## src/design/adc_out_defs.svh

```systemverilog
// Purpose : Constants for the converter output coding block
// Assumes : Included by its bare name
// Notes   : Definitions only
`ifndef ADC_OUT_DEFS_SVH
`define ADC_OUT_DEFS_SVH

// ----------------------------------------
// Widths, reset values and coding constants
// ----------------------------------------
`define CODE_W          8
`define CODE_RESET      8'h00
`define CODE_ALL_ONES   8'hFF
`define CODE_ALL_ZEROS  8'h00
`define FLAG_RESET      1'b0

`endif

```

## src/design/adc_out_pkg.sv

```systemverilog
// Purpose : Types for the converter output coding block
// Assumes : Header of constants is included first
// Notes   : Holds types only
`include "adc_out_defs.svh"

package adc_out_pkg;

  typedef logic [`CODE_W-1:0] code_t;

  // Coding applied to one sample
  typedef enum logic [1:0] {
    CODE_IN_RANGE,
    CODE_OVER_FLAGGED,
    CODE_OVER_SATURATED
  } coding_t;

endpackage

```

## src/design/adc_output_overrange_coding.sv

```systemverilog
// Purpose : Output latches and overrange coding of an 8-bit flash converter
// Assumes : Sample strobe pair and suppress select come from outside the clk domain
// Notes   : Two-entry buffer absorbs short receiver stalls; a word pushed while it is full with no pop in that cycle is dropped and raises overrun
`timescale 1ns/1ns
`include "adc_out_defs.svh"

// Operation
// RULE1 - A new result is captured only on a rising edge of the sample strobe.
// RULE2 - The outside driver supplies the strobe as a true complementary pair.
// RULE3 - A floating or low suppress select means reporting enabled, grounded means inhibited.
// RULE4 - Enabled and over range gives flag 1 with an all-zero code.
// RULE5 - Inhibited and over range gives flag 0 with an all-ones code.
// RULE6 - The flag is high only when over range and enabled; in range the code is the result.
// RULE7 - Each sample appears at the outputs one strobe cycle after the edge that took it.
// RULE8 - The code is unsigned binary with bit 0 least significant.
module adc_output_overrange_coding
  import adc_out_pkg::*;
(
  input  wire logic              clk,
  input  wire logic              reset_n,
  input  wire logic              strobe_p,
  input  wire logic              strobe_n,
  input  wire logic              overrange_suppress_select,
  input  wire logic [7:0]        sample_value,
  input  wire logic              sample_over_range,
  output logic      [7:0]        conversion_code,
  output logic                   overrange_flag,
  output logic                   out_valid,
  input  wire logic              out_ready,
  output logic                   overrun
);

  // ----------------------------------------
  // Reset release
  // ----------------------------------------
  // Release is synchronised so no flop leaves reset a cycle ahead of another
  logic rst_s1_r;
  logic rst_n_r;
  always_ff @(posedge clk or negedge reset_n) begin
    if (!reset_n) begin
      rst_s1_r <= 1'b0;
      rst_n_r  <= 1'b0;
    end else begin
      rst_s1_r <= 1'b1;
      rst_n_r  <= rst_s1_r;
    end
  end

  // ----------------------------------------
  // Pin synchronisers
  // ----------------------------------------
  // Stage one feeds stage two only; stages two and three are compared
  logic [2:0] sp_r, sp_nxt, sn_r, sn_nxt, sel_r, sel_nxt;
  logic       strobe_lvl_r, strobe_lvl_nxt;
  logic       enabled_r, enabled_nxt;
  logic       p_lvl, n_lvl;

  function automatic logic agreed(input logic [2:0] s, input logic held);
    agreed = (s[1] == s[2]) ? s[2] : held;
  endfunction

  always_comb begin
    sp_nxt  = {sp_r[1:0], strobe_p};
    sn_nxt  = {sn_r[1:0], strobe_n};
    sel_nxt = {sel_r[1:0], overrange_suppress_select};
    // RULE2 strobe pair check
    // A level counts only while both halves agree and are opposite
    p_lvl = agreed(sp_r, strobe_lvl_r);
    n_lvl = agreed(sn_r, !strobe_lvl_r);
    if (p_lvl != n_lvl)
      strobe_lvl_nxt = p_lvl;
    else
      strobe_lvl_nxt = strobe_lvl_r;
    // RULE3 select polarity
    // Select high means grounded: inhibited. Low or floating (pulled low) enables.
    // Four flops of delay cost nothing on a static strap
    enabled_nxt = !agreed(sel_r, !enabled_r);
  end

  always_ff @(posedge clk or negedge rst_n_r) begin
    if (!rst_n_r) begin
      // Idle pair is low/high, so no false edge follows reset
      sp_r         <= 3'h0;
      sn_r         <= 3'h7;
      sel_r        <= 3'h0;
      strobe_lvl_r <= 1'b0;
      enabled_r    <= 1'b1;
    end else begin
      sp_r         <= sp_nxt;
      sn_r         <= sn_nxt;
      sel_r        <= sel_nxt;
      strobe_lvl_r <= strobe_lvl_nxt;
      enabled_r    <= enabled_nxt;
    end
  end

  // ----------------------------------------
  // Sample capture and coding
  // ----------------------------------------
  logic    rise;
  code_t   cap_code_r, cap_code_nxt;
  coding_t cap_kind_r, cap_kind_nxt;
  logic    cap_valid_r, cap_valid_nxt;
  logic    push;
  logic    space;

  // A strobe phase shorter than two clk may be missed
  assign rise = strobe_lvl_nxt && !strobe_lvl_r;

  always_comb begin
    cap_code_nxt  = cap_code_r;
    cap_kind_nxt  = cap_kind_r;
    cap_valid_nxt = cap_valid_r;
    push          = 1'b0;
    // RULE1 capture on rise
    if (rise) begin
      cap_valid_nxt = 1'b1;
      // RULE8 binary code order
      cap_code_nxt  = sample_value;
      // Coding is fixed at capture, so a later select change cannot recode it
      if (!sample_over_range)
        cap_kind_nxt = CODE_IN_RANGE;
      else if (enabled_r)
        cap_kind_nxt = CODE_OVER_FLAGGED;
      else
        cap_kind_nxt = CODE_OVER_SATURATED;
    end
    // RULE7 one-stage pipeline
    // The previous sample moves on when the next edge arrives
    if (rise && cap_valid_r)
      push = 1'b1;
  end

  always_ff @(posedge clk or negedge rst_n_r) begin
    if (!rst_n_r) begin
      cap_code_r  <= `CODE_RESET;
      cap_kind_r  <= CODE_IN_RANGE;
      cap_valid_r <= 1'b0;
    end else begin
      cap_code_r  <= cap_code_nxt;
      cap_kind_r  <= cap_kind_nxt;
      cap_valid_r <= cap_valid_nxt;
    end
  end

  // ----------------------------------------
  // Output coding
  // ----------------------------------------
  function automatic code_t coded(input coding_t k, input code_t v);
    case (k)
      CODE_IN_RANGE:       coded = v;
      // RULE4 flagged zeros
      CODE_OVER_FLAGGED:   coded = `CODE_ALL_ZEROS;
      // RULE5 saturated ones
      CODE_OVER_SATURATED: coded = `CODE_ALL_ONES;
      default:             coded = v;
    endcase
  endfunction

  // ----------------------------------------
  // Two-entry output buffer
  // ----------------------------------------
  // Only two entries: a stall longer than two strobe periods drops the
  // sample captured one strobe before the newest and raises overrun, since a flash converter cannot pause.
  logic [8:0] buf_r [2];
  logic [8:0] buf_nxt [2];
  logic [1:0] cnt_r, cnt_nxt;
  logic [7:0] code_nxt;
  logic       flag_nxt, valid_nxt, overrun_nxt;
  logic       pop;
  logic [8:0] word;

  // Slot 0 is always the head; slot 1 fills only behind it
  assign space = (cnt_r != 2'd2);

  always_comb begin
    // RULE6 flag only when enabled
    word        = {(cap_kind_r == CODE_OVER_FLAGGED), coded(cap_kind_r, cap_code_r)};
    buf_nxt[0]  = buf_r[0];
    buf_nxt[1]  = buf_r[1];
    cnt_nxt     = cnt_r;
    overrun_nxt = overrun;
    // A pop and a push may fall in one cycle; the pop is applied first
    pop         = out_valid && out_ready;
    if (pop) begin
      buf_nxt[0] = buf_r[1];
      cnt_nxt    = cnt_r - 2'd1;
    end
    if (push && (space || pop)) begin
      buf_nxt[cnt_nxt[0]] = word;
      cnt_nxt             = cnt_nxt + 2'd1;
    end else if (push) begin
      // Sticky until reset: the lost word cannot be recovered
      overrun_nxt = 1'b1;
    end
    valid_nxt = (cnt_nxt != 2'd0);
    code_nxt  = buf_nxt[0][7:0];
    // Stale slots behind an empty buffer never show a flag
    flag_nxt  = buf_nxt[0][8] && valid_nxt;
  end

  always_ff @(posedge clk or negedge rst_n_r) begin
    if (!rst_n_r) begin
      buf_r[0]        <= 9'h000;
      buf_r[1]        <= 9'h000;
      cnt_r           <= 2'h0;
      conversion_code <= `CODE_RESET;
      overrange_flag  <= `FLAG_RESET;
      out_valid       <= 1'b0;
      overrun         <= 1'b0;
    end else begin
      buf_r[0]        <= buf_nxt[0];
      buf_r[1]        <= buf_nxt[1];
      cnt_r           <= cnt_nxt;
      conversion_code <= code_nxt;
      overrange_flag  <= flag_nxt;
      out_valid       <= valid_nxt;
      overrun         <= overrun_nxt;
    end
  end

endmodule

```

## config.mk

```make
export PLATFORM = sky130hd
export DESIGN_NAME = adc_output_overrange_coding
export DESIGN_NICKNAME = d
export VERILOG_FILES = /design/src/design/adc_out_pkg.sv /design/src/design/adc_output_overrange_coding.sv
export VERILOG_INCLUDE_DIRS = /design/src /design/src/design
export SDC_FILE = /design/constraint.sdc
export NUM_CORES = 1
export LEC_CHECK = 0
export BUFFER_PORTS_ARGS = -buffer_cell sky130_fd_sc_hd__buf_2
export CAP_MARGIN = 20
export CORE_UTILIZATION = 50
export CTS_BUF_LIST = sky130_fd_sc_hd__clkbuf_4
export DETAILED_ROUTE_END_ITERATION = 7
export GPL_ROUTABILITY_DRIVEN = 0
export HOLD_SLACK_MARGIN = 0.02
export PLACE_DENSITY = 0.72
export SYNTH_ARGS = -nofsm -noshare
export SYNTH_HDL_FRONTEND = slang
export SYNTH_SLANG_ARGS = --single-unit
export TNS_END_PERCENT = 50
```

## constraint.sdc

```tcl
create_clock -name clk -period 1.4 [get_ports clk]
set_input_delay 0.14 -clock clk [delete_from_list [all_inputs] [get_ports clk]]
set_output_delay 0.14 -clock clk [all_outputs]
set_load 0.005 [all_outputs]
```

==> results of run 1 <==
==> power breakdown <==
| part | switching (mW) | leakage [nW] | total (mW) | internal [mW] |
|---|---|---|---|---|
| registers | 0.200 | 0.562 | 1.86 | 1.66 |
| clock network | 0.408 | 0.0263 | 0.593 | 0.185 |
| logic | 0.710 | 0.643 | 1.46 | 0.750 |
==> worst max-delay path: cells and delay by family, from the launching register on <==
kind            cells  cell delay, ns
fa+ha+maj           1            0.25
compound gates      1            0.22
flops               1            0.39
simple gates        3            0.77
==> placed cells by master, fill, tap and decap left out, types with 2 or more instances in the layout <==
cell type / Yosys / routed
clkinv_1: 0 / 2
nor2_1: 10 / 6
dlygate4sd3_1: 0 / 12
a21oi_1: 22 / 15
buf_2: 3 / 25
o21ai_0: 5 / 5
ha_4: 0 / 2
nand3b_1: 2 / 2
dfrtp_1: 43 / 42
nand2_1: 9 / 8
a211oi_1: 9 / 3
a211oi_2: 1 / 6
and3_1: 8 / 8
buf_4: 8 / 19
nor2_2: 0 / 3
a21oi_2: 2 / 9
nand2b_1: 2 / 2
buf_6: 1 / 6
a211oi_4: 1 / 2
clkbuf_4: 0 / 5
mux2_4: 1 / 10
ha_1: 4 / 2
inv_1: 5 / 3
dfstp_2: 4 / 4
inv_2: 0 / 2
==> timing repair <==
action	in CTS	in global routing
endpoints found under the setup margin	29	30
pin swaps	2	6
gates cloned	1	1
gates resized for setup	16	28
endpoints found under the hold margin	13	0
setup buffers	1	3
hold buffers	12	0
==> logic make-up (layout without fill, tap and decap cells) <==
family / Yosys count / count (layout)
compound gates: 42 / 42
fa+ha+maj: 4 / 4
mux: 12 / 12
other cells: 1 / 1
xor+xnor: 2 / 2
buf+inv: 22 / 76
flops: 47 / 47
simple gates: 37 / 37
==> cell usage after synthesis (all sizes together) <==
library cell	n
a211o	1
a211oi	11
a21oi	24
a31o	1
and3	8
and4b	1
buf	12
clkbuf	5
conb	1
dfrtp	43
dfstp	4
ha	4
inv	5
mux2	11
mux2i	1
nand2	9
nand2b	2
nand3	1
nand3b	2
nor2	10
nor2b	1
nor3	1
nor3b	1
o21ai	5
or3b	1
xnor2	2
==> final timing paths <==
check | slack, ns | end | startpoint | cells after the start
worst min register to register | 0.24 | cap_code_r[5] | rst_n_r | 1
max in group asynchronous | 0.86 | sn_r[2] | rst_n_r | 1
min in group asynchronous | 0.08 | rst_n_r | reset_n | 2
worst min-delay path | 0.04 | cap_kind_r[0] | sample_over_range | 3
worst max-delay path | -0.32 | out_valid | sn_r[2] | 5
worst max register to register | -0.32 | out_valid | sn_r[2] | 5
==> cell type report <==
type	instances	share of cell area (%)
flip-flops and latches	47	45.2
multi-input cells	98	31.8
repair buffers	63	18.0
well taps	48	2.29
clock buffers	5	1.43
inverters	5	0.717
clock inverters	3	0.574
==> metal layers <==
metal  vias to the layer above  wire length (µm)  GRT usage, %
li1                        679                 -             -
met1                       710              1800          27.1
met2                        42              2020          33.7
met3                         8               192          6.16
met4                         0                56          7.50
met5                         -                 0             0
==> results.md, run 1 <==
- The run finished, with violations left.
- The checks that failed: negative setup slack.
- The number of DRC markers after the initial detailed-route iteration is 139.
- From synthesis to final layout, the design area changed by 32.3%.
- The final worst slack is -0.321 ns.
- The path class of the lowest-slack min-delay path is in -> reg.
- In this run the tool buffered the top-level ports with 25 buffer cells.
- The number of standard cells in the layout, taps in and fillers out is 269.
- Multiplexer cells account for 6.96% of the synthesized area.
- The adder-cell area share of the yosys netlist is 2.53%.
- The static leakage power is 1.23 nW.
- The total instance count after detailed placement is 245.
- Summing the areas of all compound-gate instances in the mapped netlist gives 13.7% of the synthesized area.
- The count of unresolved DRC violations after routing is 0.
- The die is 64.9 µm tall.
- The time the final worst path needs with I/O delays and setup is 1.72 ns.
- 0 antenna diodes ended up in the layout.
- The total chip power is 3.92 mW.
- Sorting the synthesized cells by area gives the leading types as dfrtp_1, mux2_2, a21oi_1, dfstp_2, a211oi_1.
- The cell type with the largest total area after synthesis is dfrtp_1.
- The routed layout has 1439 vias.
- After synthesis, the mean cell area works out to 11.8 µm².
- The final hold violation count is 0.
- The mean routed wirelength per cell is 15.1 µm.
- After synthesis, the largest family of logic cells by area is compound AO/OA/AOI/OAI gates.
- For the worst setup path, the data required time is 1.65 ns.
- The highest-delay cell along the critical path is or3b_4.
- TritonCTS built the clock tree.
- The number of pins exceeding their max-slew limit in the final report is 0.
- Clock tree synthesis found a total of 47 sinks.
- Setup repair after global routing could not meet its margin everywhere.
- Across the whole layout, storage elements account for 0.00118 mm².
- The layout filler cell count is 268.
- The cell chosen for the clock root is clkbuf_4.
- The synthesized netlist devotes 0.886% of its cell area to XOR and XNOR gates.
- The sequential cell area fraction in the yosys report is 59.7%.
- The initial utilization of the core area, before any placement, comes to 53.2%.
- The end-of-flow core utilization is 70.4%.
- The cell area after placement is 0.00224 mm².
- The share of the cycle needed by the critical path after routing is 123%.
- The number of nets still failing antenna checks after routing is 0.
- In this design, the stage delay of the slowest critical-path cell is 0.42 ns.
- The total routed wirelength is 4070 µm.
- The cell area power density is 1500 mW/mm².
- The critical path launch point type is a flop.
- In the final layout, the multi-input gates occupy 833 µm².
- The overflow left after global routing is 0.
- Prior to clock tree synthesis, the placed netlist has a worst setup slack of -0.359 ns.
- The accumulated negative setup slack is -4.55 ns.
- The clock reaches the later pin of the worst-skew pair after 0.35 ns.
- Of the cells placed in the final design, the portion with a size suffix greater than 1 is 47.5%.
- The worst setup path category is reg -> reg.
- The unique cell type count in the Yosys netlist is 32.
- The total of max-cap violations is 0.
- Summed over all nets, the half-perimeter wirelength after detailed placement is 2600 µm.
- The total of endpoints with negative setup slack in the final report is 21.
- The post-synth design cell area is 0.00198 mm².
- After synthesis, the largest area contributor takes up 54.4% of total cell area.
- The largest voltage drop on the vdd net is 978 µV.
- The highest attainable clock frequency is 0.581 GHz.
- The number of nets in the synthesized netlist is 186.
- The initial antenna violation count is 0.
- The first global-routing pass estimated 6560 µm of wire.
- After technology mapping, the gate count stands at 167.
- Clock-pin slew was measured on the worst setup and hold paths at 0.13 ns.
- The die covers 0.00421 mm².
- The worst clock skew is 0.00784 ns.
- With fillers left out, the area of the finished cells amounts to 0.00262 mm².
- The largest net degree at the start of global routing is 24.
- The worst hold slack across all endpoints is 0.0393 ns.
- The largest fanout of any net on the critical path is 3.
- Summing the areas of all and, or, nand and nor instances in the mapped netlist gives 9.80% of the synthesized area.
- The H-tree was split into 2 levels.
- The floorplan step set the die width to 64.9 µm.
- The Yosys step of the flow raised 0 warnings.
- The first detailed-routing pass ran for 4 iterations.
- The number of global-route vias before repair was 1430.
- No sink is reached through more buffers than the 2 on the longest clock path.
- Dividing the detail-routed via count by the number of cells gives 5.35.
- The net total in the final layout is 239.
- The synthesized design contains 47 register bits.
- The number of clock buffers inserted by TritonCTS is 5.
- The placement row count is 22.
- In the global route stage, overall resource usage came out at 21.1%.
- The core region is 0.00372 mm².
- 26 I/O pins were placed.
- The worst setup path is captured at a flop.
- The critical path goes through or3b_4, a211oi_4, ha_4, and4b_1, nor2_1.
- Data on the critical path arrives at its endpoint at 1.97 ns.
No activity file was read; power rests on OpenSTA's default activity.
==> run 2, diff against run 1 <==
--- a/config.mk
+++ b/config.mk
@@ -13,7 +13,7 @@
 export DETAILED_ROUTE_END_ITERATION = 7
 export GPL_ROUTABILITY_DRIVEN = 0
 export HOLD_SLACK_MARGIN = 0.02
-export PLACE_DENSITY = 0.72
+export PLACE_DENSITY = 0.7
 export SYNTH_ARGS = -nofsm -noshare
 export SYNTH_HDL_FRONTEND = slang
 export SYNTH_SLANG_ARGS = --single-unit
==> constraint.sdc (replaced) <==
create_clock -name clk -period 1.7 [get_ports clk]
set_input_delay 0.17 -clock clk [delete_from_list [all_inputs] [get_ports clk]]
set_output_delay 0.17 -clock clk [all_outputs]
set_load 0.005 [all_outputs]
==> results.md, run 2 (same netlist as run 1, synthesis figures left out) <==
- The flow ran to the end, but the final reports show violations.
- The final reports fail on negative setup slack.
- The worst slack at placement is -0.0644 ns (+0.294 ns).
- At the pin with the least slew margin, the transition time is 0.519 ns.
- In this run the worst hold path is classified as reg -> async.
- The worst clock skew came to 0.0206 ns (+0.0127 ns).
- The end-of-flow core utilization is 64.2% (-6.2 points).
- TritonCTS built the clock tree.
- The number of clock buffers inserted by TritonCTS is 5 (unchanged).
- The placement row count is 22 (unchanged).
- The clock transition at the registers of the reported paths is 0.13 ns (about the same).
- The y dimension of the die is 64.9 µm (unchanged).
- The final worst slack is -0.0245 ns (+0.297 ns).
- The initial cell density of the core is 53.2% (unchanged).
- The accumulated negative setup slack is -0.0300 ns (+4.52 ns).
- The total of endpoints with negative setup slack in the final report is 2 (-90%).
- The initial antenna violation count is 0 (unchanged).
- The total number of vias was 1340 (-6.9%).
- The static leakage power was 1.13 nW (-8.6%).
- The leading cell type in the layout, fill and taps excluded is dfrtp_1.
- The area growth from synthesis to layout is 20.7%.
- The first-pass GRT wire length came to 6230 µm (-5.0%).
- The number of H-tree levels is 2 (unchanged).
- The net total in the final layout came to 224 (-6.3%).
- The top-level port count is 26 (unchanged).
- The largest net degree at the start of global routing is 44 (+83%).
- The count of buffer and inverter cells on the critical path is 1 (+1).
- For this design, the slowest cell found on the critical path is or3b_4.
- The switching power as a share of total power is 31.4% (-2.2 points).
- The clock share of power came to 20.0% (+4.9 points).
- The count of unresolved DRC violations after routing is 0 (unchanged).
- The time the final worst path needs with I/O delays and setup was 1.72 ns (+0.00322 ns).
- The part of the total power dissipated in sequential elements is 48.0% (+0.4 points).
- The mean routed wirelength per cell is 14.2 µm (-5.9%).
- The number of global-route vias before repair is 1350 (-5.6%).
- Walking the worst path, the cells encountered are or3b_4, buf_6, a211oi_4, mux2_4, nor3_2.
- The total track usage is 20.1% (-1.0 points).
- The antenna cell count is 0 (unchanged).
- The total internal power is 2.16 mW (-17%).
- The standard cell core area is 0.00372 mm² (unchanged).
- The die footprint is 0.00421 mm² (unchanged).
- The setup path with the least slack is of type reg -> reg.
- The count of clock tree sinks is 47 (unchanged).
- The share of cells above drive strength 1 is 38.8% (-8.7 points).
- Tracing the worst setup path back leads to its startpoint at sn_r[2].
- The number of DRC markers after the initial detailed-route iteration came to 114 (-18%).
- The area taken by multi-input logic gates is 731 µm² (-12%).
- The total routed wirelength is 3620 µm (-11%).
- The largest fanout of any net on the critical path is 2 (-1).
- The capturing element type of the critical path is a flop.
- The total chip power is 3.15 mW (-20%).
- The largest voltage drop on the vdd net is 646 µV (-34%).
- The cell area power density is 1320 mW/mm² (-12%).
- The total of buffers placed on input and output ports came to 25 (unchanged).
- Headroom to the max-slew limit came out at 65.4%.
- The worst register-to-register path begins at sn_r[2].
- The clock latency on the worst-skew pair is 0.36 ns (about the same).
- The highest attainable clock frequency was 0.580 GHz (-0.19%).
- The data required time at the worst endpoint came to 1.99 ns (+0.34 ns).
- The number of nets still failing antenna checks after routing came to 0 (unchanged).
- The overflow left after global routing is 0 (unchanged).
- The highest cell delay on the worst timing path is 0.41 ns (about the same).
- The share of the cycle needed by the critical path after routing is 101% (-22 points).
- The data arrival time at the worst-slack endpoint was 2.01 ns (+0.04 ns).
- Setup repair after global routing could not meet its margin everywhere.
- The layout filler cell count is 302 (+13%).
- The total of max-cap violations is 0 (unchanged).
- The number of search-and-repair iterations in the first detailed-routing pass is 4 (unchanged).
- Among cell families on the critical path, the largest total delay comes from simple AND/OR/NAND/NOR gates.
- The storage element area was 0.00118 mm² (unchanged).
- The critical path launch point type is a flop.
- The final hold violation count is 0 (unchanged).
- The share of power burned in combinational logic was 32.0% (-5.3 points).
- The cell chosen for the clock root is clkbuf_4.
- The number of pins exceeding their max-slew limit in the final report came to 0 (unchanged).
- The horizontal extent of the die is 64.9 µm (unchanged).
- The library cells used most frequently in the layout, excluding fill and tap cells, are dfrtp_1, buf_2, a21oi_1.
- The net switching power of the design is 0.990 mW (-25%).
- The via density per instance is 5.28 (-1.4%).
- The HPWL reported at the end of detailed placement is 2530 µm (-2.5%).
- The clock tree buffer depth is 2 (unchanged).
[run 2: what timing repair did]
| item | in CTS | in global routing |
|---|---|---|
| buffers inserted | 0 | 3 |
| hold buffers | 4 | 0 |
| pin swaps | 2 | 0 |
| hold endpoints to repair | 5 | 0 |
| resized for setup | 4 | 5 |
| setup endpoints to repair | 10 | 18 |
[run 2: final cells by class]
cell class / instances / area share [%]
Inverter: 5 / 0.786
Clock inverter: 3 / 1.62
Timing Repair Buffer: 48 / 13.4
Clock buffer: 5 / 1.57
Sequential cell: 47 / 49.5
Multi-Input combinational cell: 98 / 30.6
Tap cell: 48 / 2.52
[run 2: worst paths after layout]
check,to,slack (ns),depth (start not counted)
worst max register to register,overrange_flag,-0.02,5
worst min register to register,sp_r[0],0.05,0
worst max-delay path,overrange_flag,-0.02,5
worst min-delay path,sp_r[0],0.05,0
max in group asynchronous,sn_r[2],0.95,1
min in group clk,cap_code_r[0],0.05,2
[run 2: stage by stage]
stage / instances / instance area, µm² / hold slack, ns
after floorplan: 167 / 2000 / -0.126
after global placement: 239 / 2190 / -0.0458
after detailed placement: 239 / 2190 / -0.0435
after CTS: 251 / 2340 / 0.0336
after global routing: 254 / 2390 / 0.0300
final: 254 / 2390 / 0.0465
[run 2: layer usage]
layer / up-vias / global-route usage [%] / part of all wire [%]
met5: - / 0 / 0
met2: 35 / 32.4 / 51
met3: 4 / 5.81 / 4.3
met4: 0 / 6.67 / 0.86
li1: 643 / - / -
met1: 658 / 25.8 / 43
[run 2: power by group through the flow]
stage / registers, mW / logic, mW / clock network, mW
final: 1.51 / 1.01 / 0.629
after global placement: 1.51 / 0.846 / 0
after global routing: 1.55 / 1.12 / 0.702
after detailed placement: 1.53 / 0.895 / 0
after floorplan: 1.51 / 0.664 / 0
after CTS: 1.51 / 0.951 / 0.648
